## src/rtl/hbt_consts.vh

```
// hbt_consts.vh: offsets, field positions and reset values of the
// host/bmc traffic steering block with its automatic arp responder.
// assumes: included by bare name from the rtl files of this block.
//
// Behaviour
// cleared net enable stops bmc-to-network only
// net blocked, host path on: bmc-to-host unfiltered
// host traffic still uses normal decision filters
// bmc enables channel only after an enable
// host-to-bmc stalls on transmit buffer flow control
// full receive buffer: drop or stall per policy
// manageability buffer full may drop packets
// host-to-bmc counted once as host transmit
// bmc-to-host counted received, also net-transmit
// four dedicated host/bmc packet counters
// link down stops all host-to-bmc traffic
// host path enabled by nvm or sideband
// host sends bmc no packet above 1.5 KB
// two independent per-port targets, no linkage
// per-port services configured separately
// bmc performs failover between ports itself
// arp offload, nvm filters only in smbus mode
// smbus mode: filters default from nvm
// arp settings from nvm and sideband writes
// matching arp request answered with configured mac
// non-matching arp request silently discarded
// auto-reply off: arp may pass to bmc
// both enabled: exact host, l2 pass both
// host path frames at most 1536 bytes
// arp reply leaves on the receiving port
`ifndef HBT_CONSTS_VH
`define HBT_CONSTS_VH

// ----------------------------------------
// address map: byte address = port * 0x40 + index * 4
// ----------------------------------------
`define HBT_PORT_BIT 6
`define HBT_I_CTRL 4'h0
`define HBT_I_ARP_IP 4'h1
`define HBT_I_MAC_LO 4'h2
`define HBT_I_MAC_HI 4'h3
`define HBT_I_FILTER 4'h4
`define HBT_I_STATUS 4'h5
`define HBT_I_CNT0 4'h6
`define HBT_I_LAST 4'hB
`define HBT_I_NONE 4'hF

// ----------------------------------------
// control register fields
// ----------------------------------------
`define HBT_C_NET 0
`define HBT_C_OS 1
`define HBT_C_PATH 2
`define HBT_C_ARP 3
`define HBT_C_AFWD 4
`define HBT_C_DROP 5
`define HBT_C_W 6

// ----------------------------------------
// reset values and limits
// ----------------------------------------
`define HBT_CTRL_RST 6'h00
`define HBT_IP_RST 32'h0000_0000
`define HBT_MAC_RST 48'h0000_0000_0000
`define HBT_FLT_RST 32'h0000_0000
`define HBT_MAX_FRAME 11'h600
`define HBT_NCNT 6

`endif

```

## src/rtl/hbt_unused_guard.v

```verilog
// hbt_unused_guard.v: holds no logic.
`default_nettype none
`default_nettype wire

```

## src/rtl/hbt_cnt.v

```verilog
// hbt_cnt.v: one 32-bit wrapping packet counter.
// assumes: inc is a one-cycle pulse synchronous to pclk.
`default_nettype none
module hbt_cnt (
  input wire pclk,
  input wire presetn,
  input wire inc,
  output wire [31:0] count
);

  // ----------------------------------------
  // counter
  // ----------------------------------------
  reg [31:0] count_reg; // running count
  wire [31:0] count_next; // count plus one

  assign count_next = count_reg + 32'h0000_0001;
  assign count = count_reg;

  // count one per pulse, wrap at the top
  always @(posedge pclk or negedge presetn)
  begin
    if (!presetn)
      count_reg <= 32'h0000_0000;
    else if (inc)
      count_reg <= count_next;
  end

endmodule
`default_nettype wire

```

## src/rtl/hbt_steer.v

```verilog
// hbt_steer.v: host/bmc traffic steering, statistics and automatic
// arp responder for two lan ports, with an apb register file.
// assumes: packet events are one-cycle pulses synchronous to pclk;
// sideband and nvm write ports come from their own controllers.
//
// Added by the designer: the register offsets and register access over APB.
`include "hbt_consts.vh"
`default_nettype none
module hbt_steer (
  input wire pclk,
  input wire presetn,
  input wire psel,
  input wire penable,
  input wire pwrite,
  input wire [7:0] paddr,
  input wire [31:0] pwdata,
  output wire [31:0] prdata,
  output wire pready,
  output wire pslverr,
  input wire ncsi_mode,
  input wire [1:0] link_up,
  input wire [1:0] txbuf_xoff,
  input wire [1:0] rxbuf_full,
  input wire mng_full,
  input wire sb_wr,
  input wire [7:0] sb_addr,
  input wire [31:0] sb_data,
  input wire nvm_wr,
  input wire [7:0] nvm_addr,
  input wire [31:0] nvm_data,
  input wire htx_valid,
  input wire htx_port,
  input wire [10:0] htx_len,
  input wire htx_flt_bmc,
  input wire htx_flt_net,
  output wire [1:0] htx_ready,
  output wire htx_fwd_bmc,
  output wire htx_fwd_net,
  output wire htx_drop,
  output wire host_tx_stat,
  input wire bmc_took,
  input wire bmc_took_port,
  input wire btx_valid,
  input wire btx_port,
  input wire [10:0] btx_len,
  input wire btx_exact,
  input wire btx_l2_pass,
  output wire btx_fwd_host,
  output wire btx_fwd_net,
  output wire btx_drop,
  output wire btx_port_out,
  output wire host_rx_stat,
  output wire net_tx_stat,
  input wire host_rx_done,
  input wire host_rx_port,
  input wire nmg_valid,
  input wire nmg_port,
  output wire nmg_accept,
  input wire arp_valid,
  input wire arp_port,
  input wire arp_ok,
  input wire [31:0] arp_tip,
  output wire arp_reply,
  output wire arp_reply_port,
  output wire [47:0] arp_reply_mac,
  output wire arp_to_bmc
);

  // ----------------------------------------
  // address decode shared by the bus, sideband and nvm ports
  // ----------------------------------------
  // maps a byte address to a register index, none when unmapped
  function [3:0] hbt_dec;
    input [7:0] a;
    begin
      hbt_dec = `HBT_I_NONE;
      if (a[7] == 1'b0 && a[1:0] == 2'b00 && a[5:2] <= `HBT_I_LAST)
        hbt_dec = a[5:2];
    end
  endfunction

  // ----------------------------------------
  // per-port configuration store
  // ----------------------------------------
  reg [`HBT_C_W-1:0] ctrl_reg [0:1]; // steering and arp controls
  reg [31:0] ip_reg [0:1]; // arp filtering address
  reg [47:0] mac_reg [0:1]; // arp reply address
  reg [31:0] flt_reg [0:1]; // manageability receive filter set
  integer i;

  // ----------------------------------------
  // output flops
  // ----------------------------------------
  reg [31:0] prdata_reg;
  reg pready_reg;
  reg pslverr_reg;
  reg [1:0] htx_ready_reg;
  reg htx_fwd_bmc_reg;
  reg htx_fwd_net_reg;
  reg htx_drop_reg;
  reg host_tx_stat_reg;
  reg btx_fwd_host_reg;
  reg btx_fwd_net_reg;
  reg btx_drop_reg;
  reg btx_port_reg;
  reg host_rx_stat_reg;
  reg net_tx_stat_reg;
  reg nmg_accept_reg;
  reg arp_reply_reg;
  reg arp_port_reg;
  reg [47:0] arp_mac_reg;
  reg arp_to_bmc_reg;

  assign prdata = prdata_reg;
  assign pready = pready_reg;
  assign pslverr = pslverr_reg;
  assign htx_ready = htx_ready_reg;
  assign htx_fwd_bmc = htx_fwd_bmc_reg;
  assign htx_fwd_net = htx_fwd_net_reg;
  assign htx_drop = htx_drop_reg;
  assign host_tx_stat = host_tx_stat_reg;
  assign btx_fwd_host = btx_fwd_host_reg;
  assign btx_fwd_net = btx_fwd_net_reg;
  assign btx_drop = btx_drop_reg;
  assign btx_port_out = btx_port_reg;
  assign host_rx_stat = host_rx_stat_reg;
  assign net_tx_stat = net_tx_stat_reg;
  assign nmg_accept = nmg_accept_reg;
  assign arp_reply = arp_reply_reg;
  assign arp_reply_port = arp_port_reg;
  assign arp_reply_mac = arp_mac_reg;
  assign arp_to_bmc = arp_to_bmc_reg;

  // ----------------------------------------
  // write arbitration: bus before sideband before nvm
  // ----------------------------------------
  wire apb_we = psel & penable & pready_reg & pwrite; // bus write edge
  wire w_any = apb_we | sb_wr | nvm_wr; // some source writes
  wire w_nvm = ~apb_we & ~sb_wr; // nvm wins this cycle
  wire [7:0] w_addr = apb_we ? paddr : (sb_wr ? sb_addr : nvm_addr);
  wire [31:0] w_data = apb_we ? pwdata : (sb_wr ? sb_data : nvm_data);
  wire [3:0] w_idx = hbt_dec(w_addr); // target register
  wire w_port = w_addr[`HBT_PORT_BIT]; // target port bank

  // store writes; each port has its own bank with no shared state
  always @(posedge pclk or negedge presetn)
  begin
    if (!presetn)
    begin
      for (i = 0; i < 2; i = i + 1)
      begin
        ctrl_reg[i] <= `HBT_CTRL_RST;
        ip_reg[i] <= `HBT_IP_RST;
        mac_reg[i] <= `HBT_MAC_RST;
        flt_reg[i] <= `HBT_FLT_RST;
      end
    end
    else if (w_any)
    begin
      case (w_idx)
        // host path enable from nvm or the sideband command
        `HBT_I_CTRL: ctrl_reg[w_port] <= w_data[`HBT_C_W-1:0];
        // arp settings loaded from nvm or written by the bmc
        `HBT_I_ARP_IP: ip_reg[w_port] <= w_data;
        `HBT_I_MAC_LO: mac_reg[w_port][31:0] <= w_data;
        `HBT_I_MAC_HI: mac_reg[w_port][47:32] <= w_data[15:0];
        `HBT_I_FILTER:
        begin
          // nvm filter defaults only take effect in smbus mode
          if (!(w_nvm && ncsi_mode))
            flt_reg[w_port] <= w_data;
        end
        // status, counters and holes are not writable
        default: ;
      endcase
    end
  end

  // ----------------------------------------
  // path state per port
  // ----------------------------------------
  wire [1:0] path_on; // host path enabled and link up
  wire [1:0] rdy_next; // host transmit may be taken
  wire [11:0] inc; // counter pulses, six per port
  wire [31:0] cnt_val [0:11]; // counter values

  // ----------------------------------------
  // host transmit toward bmc and network
  // ----------------------------------------
  wire hp = htx_port;
  wire h_acc = htx_valid & htx_ready_reg[hp]; // packet taken
  // the decision filters choose the bmc; path off, link down or a frame over 1536 bytes closes it
  wire h_bmc = htx_flt_bmc & path_on[hp] & (htx_len <= `HBT_MAX_FRAME);
  // receive buffer full, in either policy, or manageability buffer full
  wire h_room = ~mng_full & ~rxbuf_full[hp];

  // ----------------------------------------
  // bmc transmit toward host and network
  // ----------------------------------------
  wire bp = btx_port;
  wire b_net_en = ctrl_reg[bp][`HBT_C_NET];
  wire b_os_en = ctrl_reg[bp][`HBT_C_OS] & path_on[bp];
  wire b_ok = btx_valid & (btx_len <= `HBT_MAX_FRAME);
  // net blocked, host path on: every packet within length to host with no filter check
  wire b_host = b_ok & b_os_en & (~b_net_en | btx_exact | btx_l2_pass);
  // exact match stays with host; l2 fail goes only to net
  wire b_net = b_ok & b_net_en & (~b_os_en | ~btx_exact);

  // ----------------------------------------
  // arp responder, smbus mode only
  // ----------------------------------------
  wire ap = arp_port;
  wire a_auto = ~ncsi_mode & ctrl_reg[ap][`HBT_C_ARP];
  wire a_hit = arp_ok & (arp_tip == ip_reg[ap]);
  wire a_fwd = ~ncsi_mode & ~ctrl_reg[ap][`HBT_C_ARP] &
    ctrl_reg[ap][`HBT_C_AFWD];

  // ----------------------------------------
  // per-port counters and flow state
  // ----------------------------------------
  genvar gp;
  genvar gk;
  generate
    for (gp = 0; gp < 2; gp = gp + 1)
    begin : g_port
      wire me_h = (gp == 1) ? hp : ~hp; // host event on this port
      wire me_b = (gp == 1) ? bp : ~bp; // bmc event on this port
      wire me_t = (gp == 1) ? bmc_took_port : ~bmc_took_port;
      wire me_r = (gp == 1) ? host_rx_port : ~host_rx_port;
      wire me_n = (gp == 1) ? nmg_port : ~nmg_port;

      assign path_on[gp] = ctrl_reg[gp][`HBT_C_PATH] & link_up[gp];
      // stall on tx flow control, or rx full with stall policy
      assign rdy_next[gp] = ~(path_on[gp] & (txbuf_xoff[gp] |
        (rxbuf_full[gp] & ~ctrl_reg[gp][`HBT_C_DROP])));

      // taken by bmc, buffered, sent by bmc, received by host
      assign inc[gp*6+0] = bmc_took & me_t;
      assign inc[gp*6+1] = h_acc & h_bmc & h_room & me_h;
      assign inc[gp*6+2] = b_host & me_b;
      assign inc[gp*6+3] = host_rx_done & me_r;
      // network packets lost to a full manageability buffer
      assign inc[gp*6+4] = nmg_valid & mng_full & me_n;
      // every packet the bmc hands over on this port
      assign inc[gp*6+5] = btx_valid & me_b;

      for (gk = 0; gk < `HBT_NCNT; gk = gk + 1)
      begin : g_cnt
        hbt_cnt u_cnt (
          .pclk(pclk),
          .presetn(presetn),
          .inc(inc[gp*6+gk]),
          .count(cnt_val[gp*6+gk])
        );
      end
    end
  endgenerate

  // ----------------------------------------
  // traffic event flops
  // ----------------------------------------
  // one pulse per event, one cycle after the event is seen
  always @(posedge pclk or negedge presetn)
  begin
    if (!presetn)
    begin
      htx_ready_reg <= 2'b00;
      htx_fwd_bmc_reg <= 1'b0;
      htx_fwd_net_reg <= 1'b0;
      htx_drop_reg <= 1'b0;
      host_tx_stat_reg <= 1'b0;
      btx_fwd_host_reg <= 1'b0;
      btx_fwd_net_reg <= 1'b0;
      btx_drop_reg <= 1'b0;
      btx_port_reg <= 1'b0;
      host_rx_stat_reg <= 1'b0;
      net_tx_stat_reg <= 1'b0;
      nmg_accept_reg <= 1'b0;
    end
    else
    begin
      htx_ready_reg <= rdy_next;
      htx_fwd_bmc_reg <= h_acc & h_bmc & h_room;
      htx_fwd_net_reg <= h_acc & htx_flt_net;
      htx_drop_reg <= h_acc & h_bmc & ~h_room;
      // counted once even when sent to both net and bmc
      host_tx_stat_reg <= h_acc;
      btx_fwd_host_reg <= b_host;
      btx_fwd_net_reg <= b_net;
      btx_drop_reg <= btx_valid & ~b_host & ~b_net;
      btx_port_reg <= bp;
      host_rx_stat_reg <= b_host;
      net_tx_stat_reg <= b_net;
      nmg_accept_reg <= nmg_valid & ~mng_full;
    end
  end

  // ----------------------------------------
  // arp flops
  // ----------------------------------------
  // reply carries the mac of the port the request came in on
  always @(posedge pclk or negedge presetn)
  begin
    if (!presetn)
    begin
      arp_reply_reg <= 1'b0;
      arp_port_reg <= 1'b0;
      arp_mac_reg <= `HBT_MAC_RST;
      arp_to_bmc_reg <= 1'b0;
    end
    else
    begin
      arp_reply_reg <= arp_valid & a_auto & a_hit;
      arp_to_bmc_reg <= arp_valid & a_fwd;
      if (arp_valid & a_auto & a_hit)
      begin
        arp_port_reg <= ap;
        arp_mac_reg <= mac_reg[ap];
      end
    end
  end

  // ----------------------------------------
  // apb read and answer
  // ----------------------------------------
  wire [3:0] r_idx = hbt_dec(paddr); // register under the bus
  wire r_port = paddr[`HBT_PORT_BIT]; // bank under the bus
  wire [3:0] r_cidx = (r_port ? 4'h6 : 4'h0) + (r_idx - `HBT_I_CNT0);
  reg [31:0] r_data; // read mux

  // read mux; counters occupy the indices from the first counter on
  always @*
  begin
    r_data = 32'h0000_0000;
    case (r_idx)
      `HBT_I_CTRL: r_data = {26'h000_0000, ctrl_reg[r_port]};
      `HBT_I_ARP_IP: r_data = ip_reg[r_port];
      `HBT_I_MAC_LO: r_data = mac_reg[r_port][31:0];
      `HBT_I_MAC_HI: r_data = {16'h0000, mac_reg[r_port][47:32]};
      `HBT_I_FILTER: r_data = flt_reg[r_port];
      `HBT_I_STATUS: r_data = {28'h000_0000, ncsi_mode,
        link_up[r_port], path_on[r_port], htx_ready_reg[r_port]};
      `HBT_I_NONE: r_data = 32'h0000_0000;
      default: r_data = cnt_val[r_cidx];
    endcase
  end

  // answer in the first access cycle: data and error set at setup
  always @(posedge pclk or negedge presetn)
  begin
    if (!presetn)
    begin
      prdata_reg <= 32'h0000_0000;
      pready_reg <= 1'b0;
      pslverr_reg <= 1'b0;
    end
    else
    begin
      pready_reg <= psel & ~penable;
      if (psel & ~penable)
      begin
        prdata_reg <= pwrite ? 32'h0000_0000 : r_data;
        pslverr_reg <= (r_idx == `HBT_I_NONE);
      end
      else
        pslverr_reg <= 1'b0;
    end
  end

endmodule
`default_nettype wire

```

## config.mk

```make
export PLATFORM = sky130hd
export DESIGN_NAME = hbt_steer
export DESIGN_NICKNAME = d
export VERILOG_FILES = /design/src/rtl/hbt_unused_guard.v /design/src/rtl/hbt_cnt.v /design/src/rtl/hbt_steer.v
export VERILOG_INCLUDE_DIRS = /design/src /design/src/rtl
export SDC_FILE = /design/constraint.sdc
export NUM_CORES = 1
export LEC_CHECK = 0
export ABC_AREA = 1
export BUFFER_PORTS_ARGS = -buffer_cell sky130_fd_sc_hd__buf_2
export CAP_MARGIN = 20
export CORE_ASPECT_RATIO = 0.8
export CORE_UTILIZATION = 28
export CTS_CLUSTER_DIAMETER = 60
export DETAILED_ROUTE_END_ITERATION = 6
export PLACE_DENSITY = 0.44
export SYNTH_ARGS = -nofsm -noshare
export SYNTH_HDL_FRONTEND = slang
export SYNTH_SLANG_ARGS = --single-unit
export TNS_END_PERCENT = 20
```

## constraint.sdc

```tcl
create_clock -name pclk -period 1.7 [get_ports pclk]
set_input_delay 0.085 -clock pclk [delete_from_list [all_inputs] [get_ports pclk]]
set_output_delay 0.085 -clock pclk [all_outputs]
set_load 0.01 [all_outputs]
```

==> results.sh, run 1 <==
export IMPL_end_kind="flip-flop"
export IMPL_track_usage_pct=23.14
export IMPL_antennaDiodeCount=0
export IMPL_cp_start_kind="flip-flop"
export IMPL_synthFlopType="dfrtp_1"
export IMPL_avgSynthCellArea_um2=7.049
export IMPL_fillerInstances=15600
export IMPL_worst_slack_ns=-0.3916
export IMPL_leakage_uw=0.03006
export IMPL_slew_headroom_pct=53.80
export IMPL_largest_reg_flops=384
export IMPL_pin_count=304
export IMPL_seqCellArea_um2=17920
export IMPL_port_buffers=303
export IMPL_worst_r2r_endpoint="mac_reg[11]$_DFFE_PN0P_"
export IMPL_drtIter0Drc=3693
export IMPL_drc=0
export IMPL_final_util_pct=39.78
export IMPL_layout_drive_gt1_share_pct=22.21
export IMPL_dp_slack_ns=-0.9121
export IMPL_wl_per_cell_um=19.29
export IMPL_cp_required_ns=2.37
export IMPL_syn_area_um2=42160
export IMPL_finClkSkew_ns=0.02884
export IMPL_dp_hpwl_um=136700
export IMPL_start_util_pct=28.39
export IMPL_routed_via_count=43360
export IMPL_rr_startpoint="pready$_DFF_PN0_"
export IMPL_layout_nets=7411
export IMPL_core_rowCount=126
export IMPL_ys_types=43
export IMPL_max_cap_violations=0
export IMPL_final_area_um2=59080
export IMPL_synth_edf_count=0
export IMPL_numClockSinks=716
export IMPL_tightest_slew_ns=0.6858
export IMPL_grt_pass1_vias=42170
export IMPL_hold_viol_final=0
export IMPL_peakVddDrop_mv=0.7546
export IMPL_drt_first_pass_iters=5
export IMPL_path_class="reg2reg"
export IMPL_synth_nets=6200
export IMPL_dpl_cell_area_um2=52790
export IMPL_grt_pass1_wl_um=268000
export IMPL_violations="setup timing"
export IMPL_clock_latency_ns=0.75
export IMPL_yosys_register_bits=716
export IMPL_die_w_um=435.8
export IMPL_antenna_found_initial=1
export IMPL_place_congestion=0.9622
export IMPL_period_needed_ns=2.092
export IMPL_reg2reg_depth=13
export IMPL_multi_input_area_um2=21650
export IMPL_crit_arrival_ns=2.76
export IMPL_yosys_warnings=0
export IMPL_status="finished with violations"
export IMPL_finalCritPeriodShare_pct=123.0
export IMPL_cts_buffers=98
export IMPL_die_h_um=349.1
export IMPL_setup_tns_ns=-122.71
export IMPL_cts_root_buf="clkbuf_16"
export IMPL_htreeDepth=3
export IMPL_ys_seq_area_share_pct=42.50
export IMPL_routed_wl_um=178500
export IMPL_min_path_type="in2async"
export IMPL_fmax_mhz=478.1
export IMPL_setup_viol=521
export IMPL_rsz0062_at_grt="true"
export IMPL_async_flop_share_pct=100.0
export IMPL_drtAntennaViolNets=0
export IMPL_powerDensity_nw_per_um2=904.7
export IMPL_clockBufferDepth=3
export IMPL_grt_start_max_net_pins=88
export IMPL_grt_remaining_overflow=0
export IMPL_cts_tree="built"
export IMPL_finalMaxSlewViolations=0
export IMPL_critical_path_peak_fanout=15
export IMPL_coreArea_um2=148500
export IMPL_syn_instance_count=5980
export IMPL_power_uw=53450
export IMPL_r2r_slack_ns=-0.39
export IMPL_clkTransAtPathRegs_ns=0.06
export IMPL_dieArea_um2=152100
export IMPL_via_per_inst=4.685
export IMPL_syn_to_final_growth_pct=40.15
==> layer usage <==
layer  vias to the layer above  track usage [%]  routed length [um]  share of wire, %
met5                         -                0                   0                 0
met4                         0            7.870                6595               3.7
met3                       246            3.188                8942               5.0
met2                      1096            35.42               77520                43
met1                     20700            33.24               85460                48
li1                      21310                -                   -                 -
==> power by group <==
part           internal [uW]  switching [uW]
logic                   4750            6430
clock network          13300            9100
registers              18600            1250
total                  36700           16800
==> through the flow <==
stage          hold WS [ns]  cells
2_1_floorplan       -0.2106   5980
3_3_place_gp       -0.05286   8893
3_5_place_dp       -0.05414   8894
4_1_cts           0.0009355   9233
5_1_grt             0.04264   9254
6_report            0.05677   9254
==> worst max-delay path by stage <==
stage | slack [ns] | cells after the start | startpoint | to
final | -0.39 | 13 | pready$_DFF_PN0_ | mac_reg[11]$_DFFE_PN0P_
after global routing | -0.49 | 14 | pready$_DFF_PN0_ | mac_reg[11]$_DFFE_PN0P_
after CTS | -0.42 | 14 | pready$_DFF_PN0_ | mac_reg[11]$_DFFE_PN0P_
after detailed placement | -0.91 | 15 | paddr[0] | prdata[3]$_DFFE_PN0P_
after global placement | -0.94 | 16 | paddr[0] | prdata[2]$_DFFE_PN0P_
after floorplan | -0.16 | 15 | paddr[0] | prdata[12]$_DFFE_PN0P_
==> area by class of cell <==
cell class | instances | area share (%)
clock buffer | 125 | 4.612
clock inverter | 54 | 1.260
inverter | 554 | 3.530
multi-input combinational | 4452 | 36.65
sequential | 716 | 30.33
tap | 1984 | 4.202
timing repair buffer | 1369 | 19.42
==> layout by cell type (no fill, tap or decap), drive strengths merged <==
| cell | count |
|---|---|
| nand2 | 2134 |
| buf | 1236 |
| dfrtp | 716 |
| nor2 | 633 |
| inv | 564 |
| o21ai | 516 |
| nand3 | 303 |
| xor2 | 295 |
| nor3 | 154 |
| clkbuf | 130 |
| dlygate4sd3 | 125 |
| a21oi | 120 |
| nand4 | 107 |
| xnor2 | 58 |
| mux2i | 34 |
| a31oi | 24 |
| nor4 | 22 |
| clkinv | 22 |
| ha | 14 |
| nand3b | 12 |
| bufinv | 12 |
| clkinvlp | 10 |
| or2 | 7 |
| o211ai | 6 |
| nor3b | 5 |
| mux2 | 2 |
| and2 | 2 |
| dlymetal6s4s | 2 |
| o21a | 1 |
| o2111ai | 1 |
| a21o | 1 |
| or3 | 1 |
| bufbuf | 1 |
==> kinds of logic after synthesis <==
kind of cell,after synthesis,synth area share (%)
fa+ha+maj,14,0.4155
simple gates,3380,32.90
buf+inv,812,7.818
compound gates,669,8.171
xor+xnor,353,7.334
mux,36,0.8607
flops,716,42.50
==> critical path, cell delays in order, from the launching register on <==
cell	delay, ns
dfrtp_1	0.38
nand4_1	0.13
buf_6	0.17
nand3_1	0.09
nand2_2	0.08
nor2_4	0.14
nand3_4	0.12
nor2_4	0.25
inv_2	0.10
nor2_4	0.15
buf_12	0.12
buf_12	0.14
nand2_1	0.07
nand2_1	0.06
==> synthesized netlist by cell type, types with 5 or more instances <==
| cell type | count | area share (%) |
|---|---|---|
| nor2_1 | 609 | 5.4 |
| a21oi_1 | 120 | 1.4 |
| buf_4 | 18 | 0.32 |
| nor2_2 | 17 | 0.25 |
| or2_2 | 7 | 0.10 |
| o21ai_2 | 10 | 0.21 |
| nand3_1 | 292 | 3.5 |
| nor4_1 | 22 | 0.33 |
| nand3b_1 | 12 | 0.21 |
| o21ai_1 | 27 | 0.32 |
| buf_2 | 90 | 1.1 |
| xnor2_1 | 58 | 1.2 |
| inv_2 | 9 | 0.080 |
| clkbuf_1 | 127 | 1.1 |
| dfrtp_1 | 716 | 43 |
| nor2_4 | 5 | 0.13 |
| nor3_1 | 152 | 1.8 |
| buf_6 | 9 | 0.24 |
| nand4_1 | 107 | 1.6 |
| o211ai_1 | 5 | 0.089 |
| o21ai_0 | 479 | 5.7 |
| ha_1 | 14 | 0.42 |
| nor3b_1 | 5 | 0.089 |
| buf_1 | 14 | 0.12 |
| a31oi_1 | 24 | 0.36 |
| mux2i_1 | 34 | 0.81 |
| inv_1 | 544 | 4.8 |
| nand2_1 | 2131 | 19 |
| xor2_1 | 295 | 6.1 |
| nand3_2 | 10 | 0.24 |
==> what timing repair did <==
| action | in CTS | in global routing |
|---|---|---|
| gates resized for setup | 95 | 145 |
| gates cloned | 12 | 6 |
| setup endpoints to repair | 540 | 600 |
| hold endpoints to repair | 987 | 0 |
| buffers inserted | 21 | 16 |
| hold buffers | 127 | 0 |
| pin swaps | 18 | 25 |
(Power assumes the default switching activity.)
==> run 2: changes to the inputs <==
--- a/config.mk
+++ b/config.mk
@@ -16,5 +16,6 @@
 export PLACE_DENSITY = 0.44
 export SYNTH_ARGS = -nofsm -noshare
 export SYNTH_HDL_FRONTEND = slang
+export SYNTH_HIERARCHICAL = 1
 export SYNTH_SLANG_ARGS = --single-unit
 export TNS_END_PERCENT = 20
==> results.sh, run 2 <==
export IMPL_status="finished with violations"
export IMPL_violations="setup timing"
export IMPL_synth_nets=6562
export IMPL_synth_simple_area_share_pct=40.88
export IMPL_busiest_layer="met2"
export IMPL_rr_startpoint="pready$_DFF_PN0_"
export IMPL_synth_top_area_share_pct=40.48
export IMPL_synth_compound_area_share_pct=4.255
export IMPL_final_area_um2=59530
export IMPL_yosysTopAreaCell="dfrtp_1"
export IMPL_p_int_uw=34300
export IMPL_finalMaxSlewViolations=0
export IMPL_clockBufferDepth=3
export IMPL_yosys_warnings=6
export IMPL_largest_reg_flops=384
export IMPL_drtAntennaViolNets=0
export IMPL_coreArea_um2=157000
export IMPL_period_needed_ns=2.170
export IMPL_numClockSinks=716
export IMPL_die_w_um=446.5
export IMPL_drc=0
export IMPL_place_congestion=0.9253
export IMPL_layout_drive_gt1_share_pct=20.58
export IMPL_synth_xor_area_share_pct=4.176
export IMPL_drt_first_pass_iters=6
export IMPL_ys_seq_area_share_pct=40.48
export IMPL_grt_pass1_wl_um=287500
export IMPL_cts_root_buf="clkbuf_16"
export IMPL_synth_edf_count=0
export IMPL_switching_share_pct=30.48
export IMPL_crit_arrival_ns=2.77
export IMPL_routed_via_count=45860
export IMPL_via_per_inst=4.872
export IMPL_yosysMostFrequentCell="nand2_1"
export IMPL_switchingPower_uw=15040
export IMPL_critical_path_peak_fanout=15
export IMPL_ys_types=43
export IMPL_layout_nets=7435
export IMPL_rsz0062_at_grt="true"
export IMPL_grt_remaining_overflow=0
export IMPL_dpl_cell_area_um2=52540
export IMPL_whs_endpoint="g_port[0].g_cnt[0].u_cnt/count[1]$_DFFE_PN0P_"
export IMPL_fillerInstances=16530
export IMPL_grt_start_max_net_pins=76
export IMPL_cts_buffers=101
export IMPL_combPwrFrac_pct=15.7
export IMPL_fmax_mhz=460.9
export IMPL_cp_required_ns=2.30
export IMPL_finClkSkew_ns=0.02863
export IMPL_grt_pass1_vias=43230
export IMPL_path_class="reg2reg"
export IMPL_use_met2_pct=36.08
export IMPL_worst_r2r_endpoint="mac_reg[38]$_DFFE_PN0P_"
export IMPL_final_common_cell="nand2_1"
export IMPL_cts_tree="built"
export IMPL_synth_fa_ha_area_share_pct=0.3958
export IMPL_track_usage_pct=24.03
export IMPL_avgSynthCellArea_um2=6.979
export IMPL_leakage_uw=0.02896
export IMPL_finalCritPeriodShare_pct=127.6
export IMPL_htreeDepth=3
export IMPL_synth_top_family_by_area="simple AND/OR/NAND/NOR gates"
export IMPL_max_cap_violations=0
export IMPL_muxShareOfSynthArea_pct=2.895
export IMPL_yosys_register_bits=716
export IMPL_die_h_um=357.6
export IMPL_dieArea_um2=159700
export IMPL_syn_area_um2=44260
export IMPL_powerDensity_nw_per_um2=828.9
export IMPL_antenna_found_initial=6
export IMPL_pin_count=304
export IMPL_dp_hpwl_um=147300
export IMPL_reg2reg_depth=15
export IMPL_peakVddDrop_mv=0.7451
export IMPL_syn_instance_count=6342
export IMPL_synthFlopType="dfrtp_1"
export IMPL_ys_top_cells_by_count="2,462 x nand2_1, 716 x dfrtp_1, 638 x nor2_1, 500 x nand3_1, 480 x inv_1"
export IMPL_holdCritStartpoint="bmc_took"
export IMPL_clock_power_share_pct=44.9
export IMPL_syn_to_final_growth_pct=34.50
export IMPL_setup_tns_ns=-129.83
export IMPL_cp_start_kind="flip-flop"
export IMPL_power_frac_seq_pct=39.4
export IMPL_end_kind="flip-flop"
export IMPL_async_flop_share_pct=100.0
export IMPL_routed_wl_um=197600
export IMPL_clkTransAtPathRegs_ns=0.06
export IMPL_worst_slack_ns=-0.4697
export IMPL_grt_use_met3_pct=3.491
export IMPL_mostFrequentLayoutCells="2,374 x nand2_1, 716 x dfrtp_1, 612 x nor2_1, 477 x nand3_1, 468 x inv_1"
export IMPL_min_path_cells=6
export IMPL_slew_headroom_pct=51.28
export IMPL_min_path_type="in2reg"
export IMPL_setup_viol=404
export IMPL_clock_latency_ns=0.73
export IMPL_netlist_top_cells_area="dfrtp_1 40%, nand2_1 21%, nand3_1 5.7%"
export IMPL_use_met1_pct=35.22
export IMPL_wl_per_cell_um=21.00
export IMPL_tightest_slew_ns=0.7284
export IMPL_hold_viol_final=0
export IMPL_start_util_pct=28.20
export IMPL_core_rowCount=130
export IMPL_r2r_slack_ns=-0.47
export IMPL_port_buffers=303
export IMPL_drtIter0Drc=4620
[run 2: per-stage QoR]
stage | power, uW | utilization [%] | worst slack [ns] | cells | hold WS (ns)
detailed placement | 26840 | 33.47 | -0.7896 | 9026 | -0.003172
CTS | 49620 | 37.31 | -0.4665 | 9386 | 0.01026
global placement | 26800 | 33.47 | -0.7907 | 9026 | -0.001753
finish | 49340 | 37.92 | -0.4697 | 9412 | 0.04658
floorplan | 23100 | - | -0.5201 | 6342 | -0.2106
global route | 51380 | 37.92 | -0.5724 | 9412 | 0.04168
[run 2: cells by family (layout without fill, tap and decap cells)]
kind of cell | Yosys count | after routing
XOR/XNOR | 211 | 211
buffers and inverters | 764 | 1719
other | 0 | 3
AND/OR/NAND/NOR | 4155 | 4155
adder cells (fa/ha/maj) | 14 | 14
multiplexers | 128 | 128
AO/OA/AOI/OAI | 354 | 354
flip-flops | 716 | 716
[run 2: area by class of cell]
class	count	area (um^2)	area share, %
flip-flops and latches	716	17920	30.10
repair buffers	1035	9318	15.65
well taps	2112	2643	4.439
multi-input cells	4862	24300	40.83
clock inverters	49	536.8	0.9017
clock buffers	136	2903	4.876
inverters	499	1899	3.191
diodes	3	7.507	0.01261
[run 2: worst max path at each step]
stage,startpoint,endpoint,slack (ns),cells after the start
floorplan,paddr[7],prdata[10]$_DFFE_PN0P_,-0.52,18
global placement,paddr[7],prdata[24]$_DFFE_PN0P_,-0.79,14
detailed placement,paddr[7],prdata[16]$_DFFE_PN0P_,-0.79,15
CTS,pready$_DFF_PN0_,ip_reg[10]$_DFFE_PN0P_,-0.47,13
global route,pready$_DFF_PN0_,ip_reg[14]$_DFFE_PN0P_,-0.57,16
finish,pready$_DFF_PN0_,mac_reg[38]$_DFFE_PN0P_,-0.47,15
[run 2: worst max-delay path, stage by stage (launching register included)]
cell and delay [ns]:
dfrtp_1 0.35, nand2_1 0.06, nor2_2 0.12, inv_2 0.10, buf_12 0.14, nand3_4 0.06
nand2_4 0.06, nor2_4 0.11, nand3_4 0.16, buf_12 0.18, nor2_8 0.11, buf_12 0.17
nand3_4 0.12, buf_12 0.17, nand2_1 0.07, nand2_1 0.05
[run 2: power by group through the flow]
| stage | clock, uW | combinational (uW) | sequential (uW) |
|---|---|---|---|
| after floorplan | 0 | 3850 | 19300 |
| after global placement | 0 | 7090 | 19700 |
| after detailed placement | 0 | 7150 | 19700 |
| after CTS | 22600 | 7580 | 19400 |
| after global routing | 23300 | 8480 | 19600 |
| final | 22200 | 7760 | 19400 |
[run 2: what timing repair did]
| action | 4_1_cts | 5_1_grt |
|---|---|---|
| endpoints found under the setup margin | 414 | 472 |
| buffers inserted | 31 | 16 |
| pin swaps | 77 | 64 |
| hold buffers | 131 | 0 |
| gates cloned | 13 | 12 |
| gates resized for setup | 167 | 181 |
| endpoints found under the hold margin | 1001 | 0 |
[run 2: per-layer routing]
metal | vias up | share of wire (%)
li1 | 21930 | -
met1 | 22160 | 47
met2 | 1500 | 43
met3 | 259 | 6.3
met4 | 0 | 3.4
met5 | - | 0
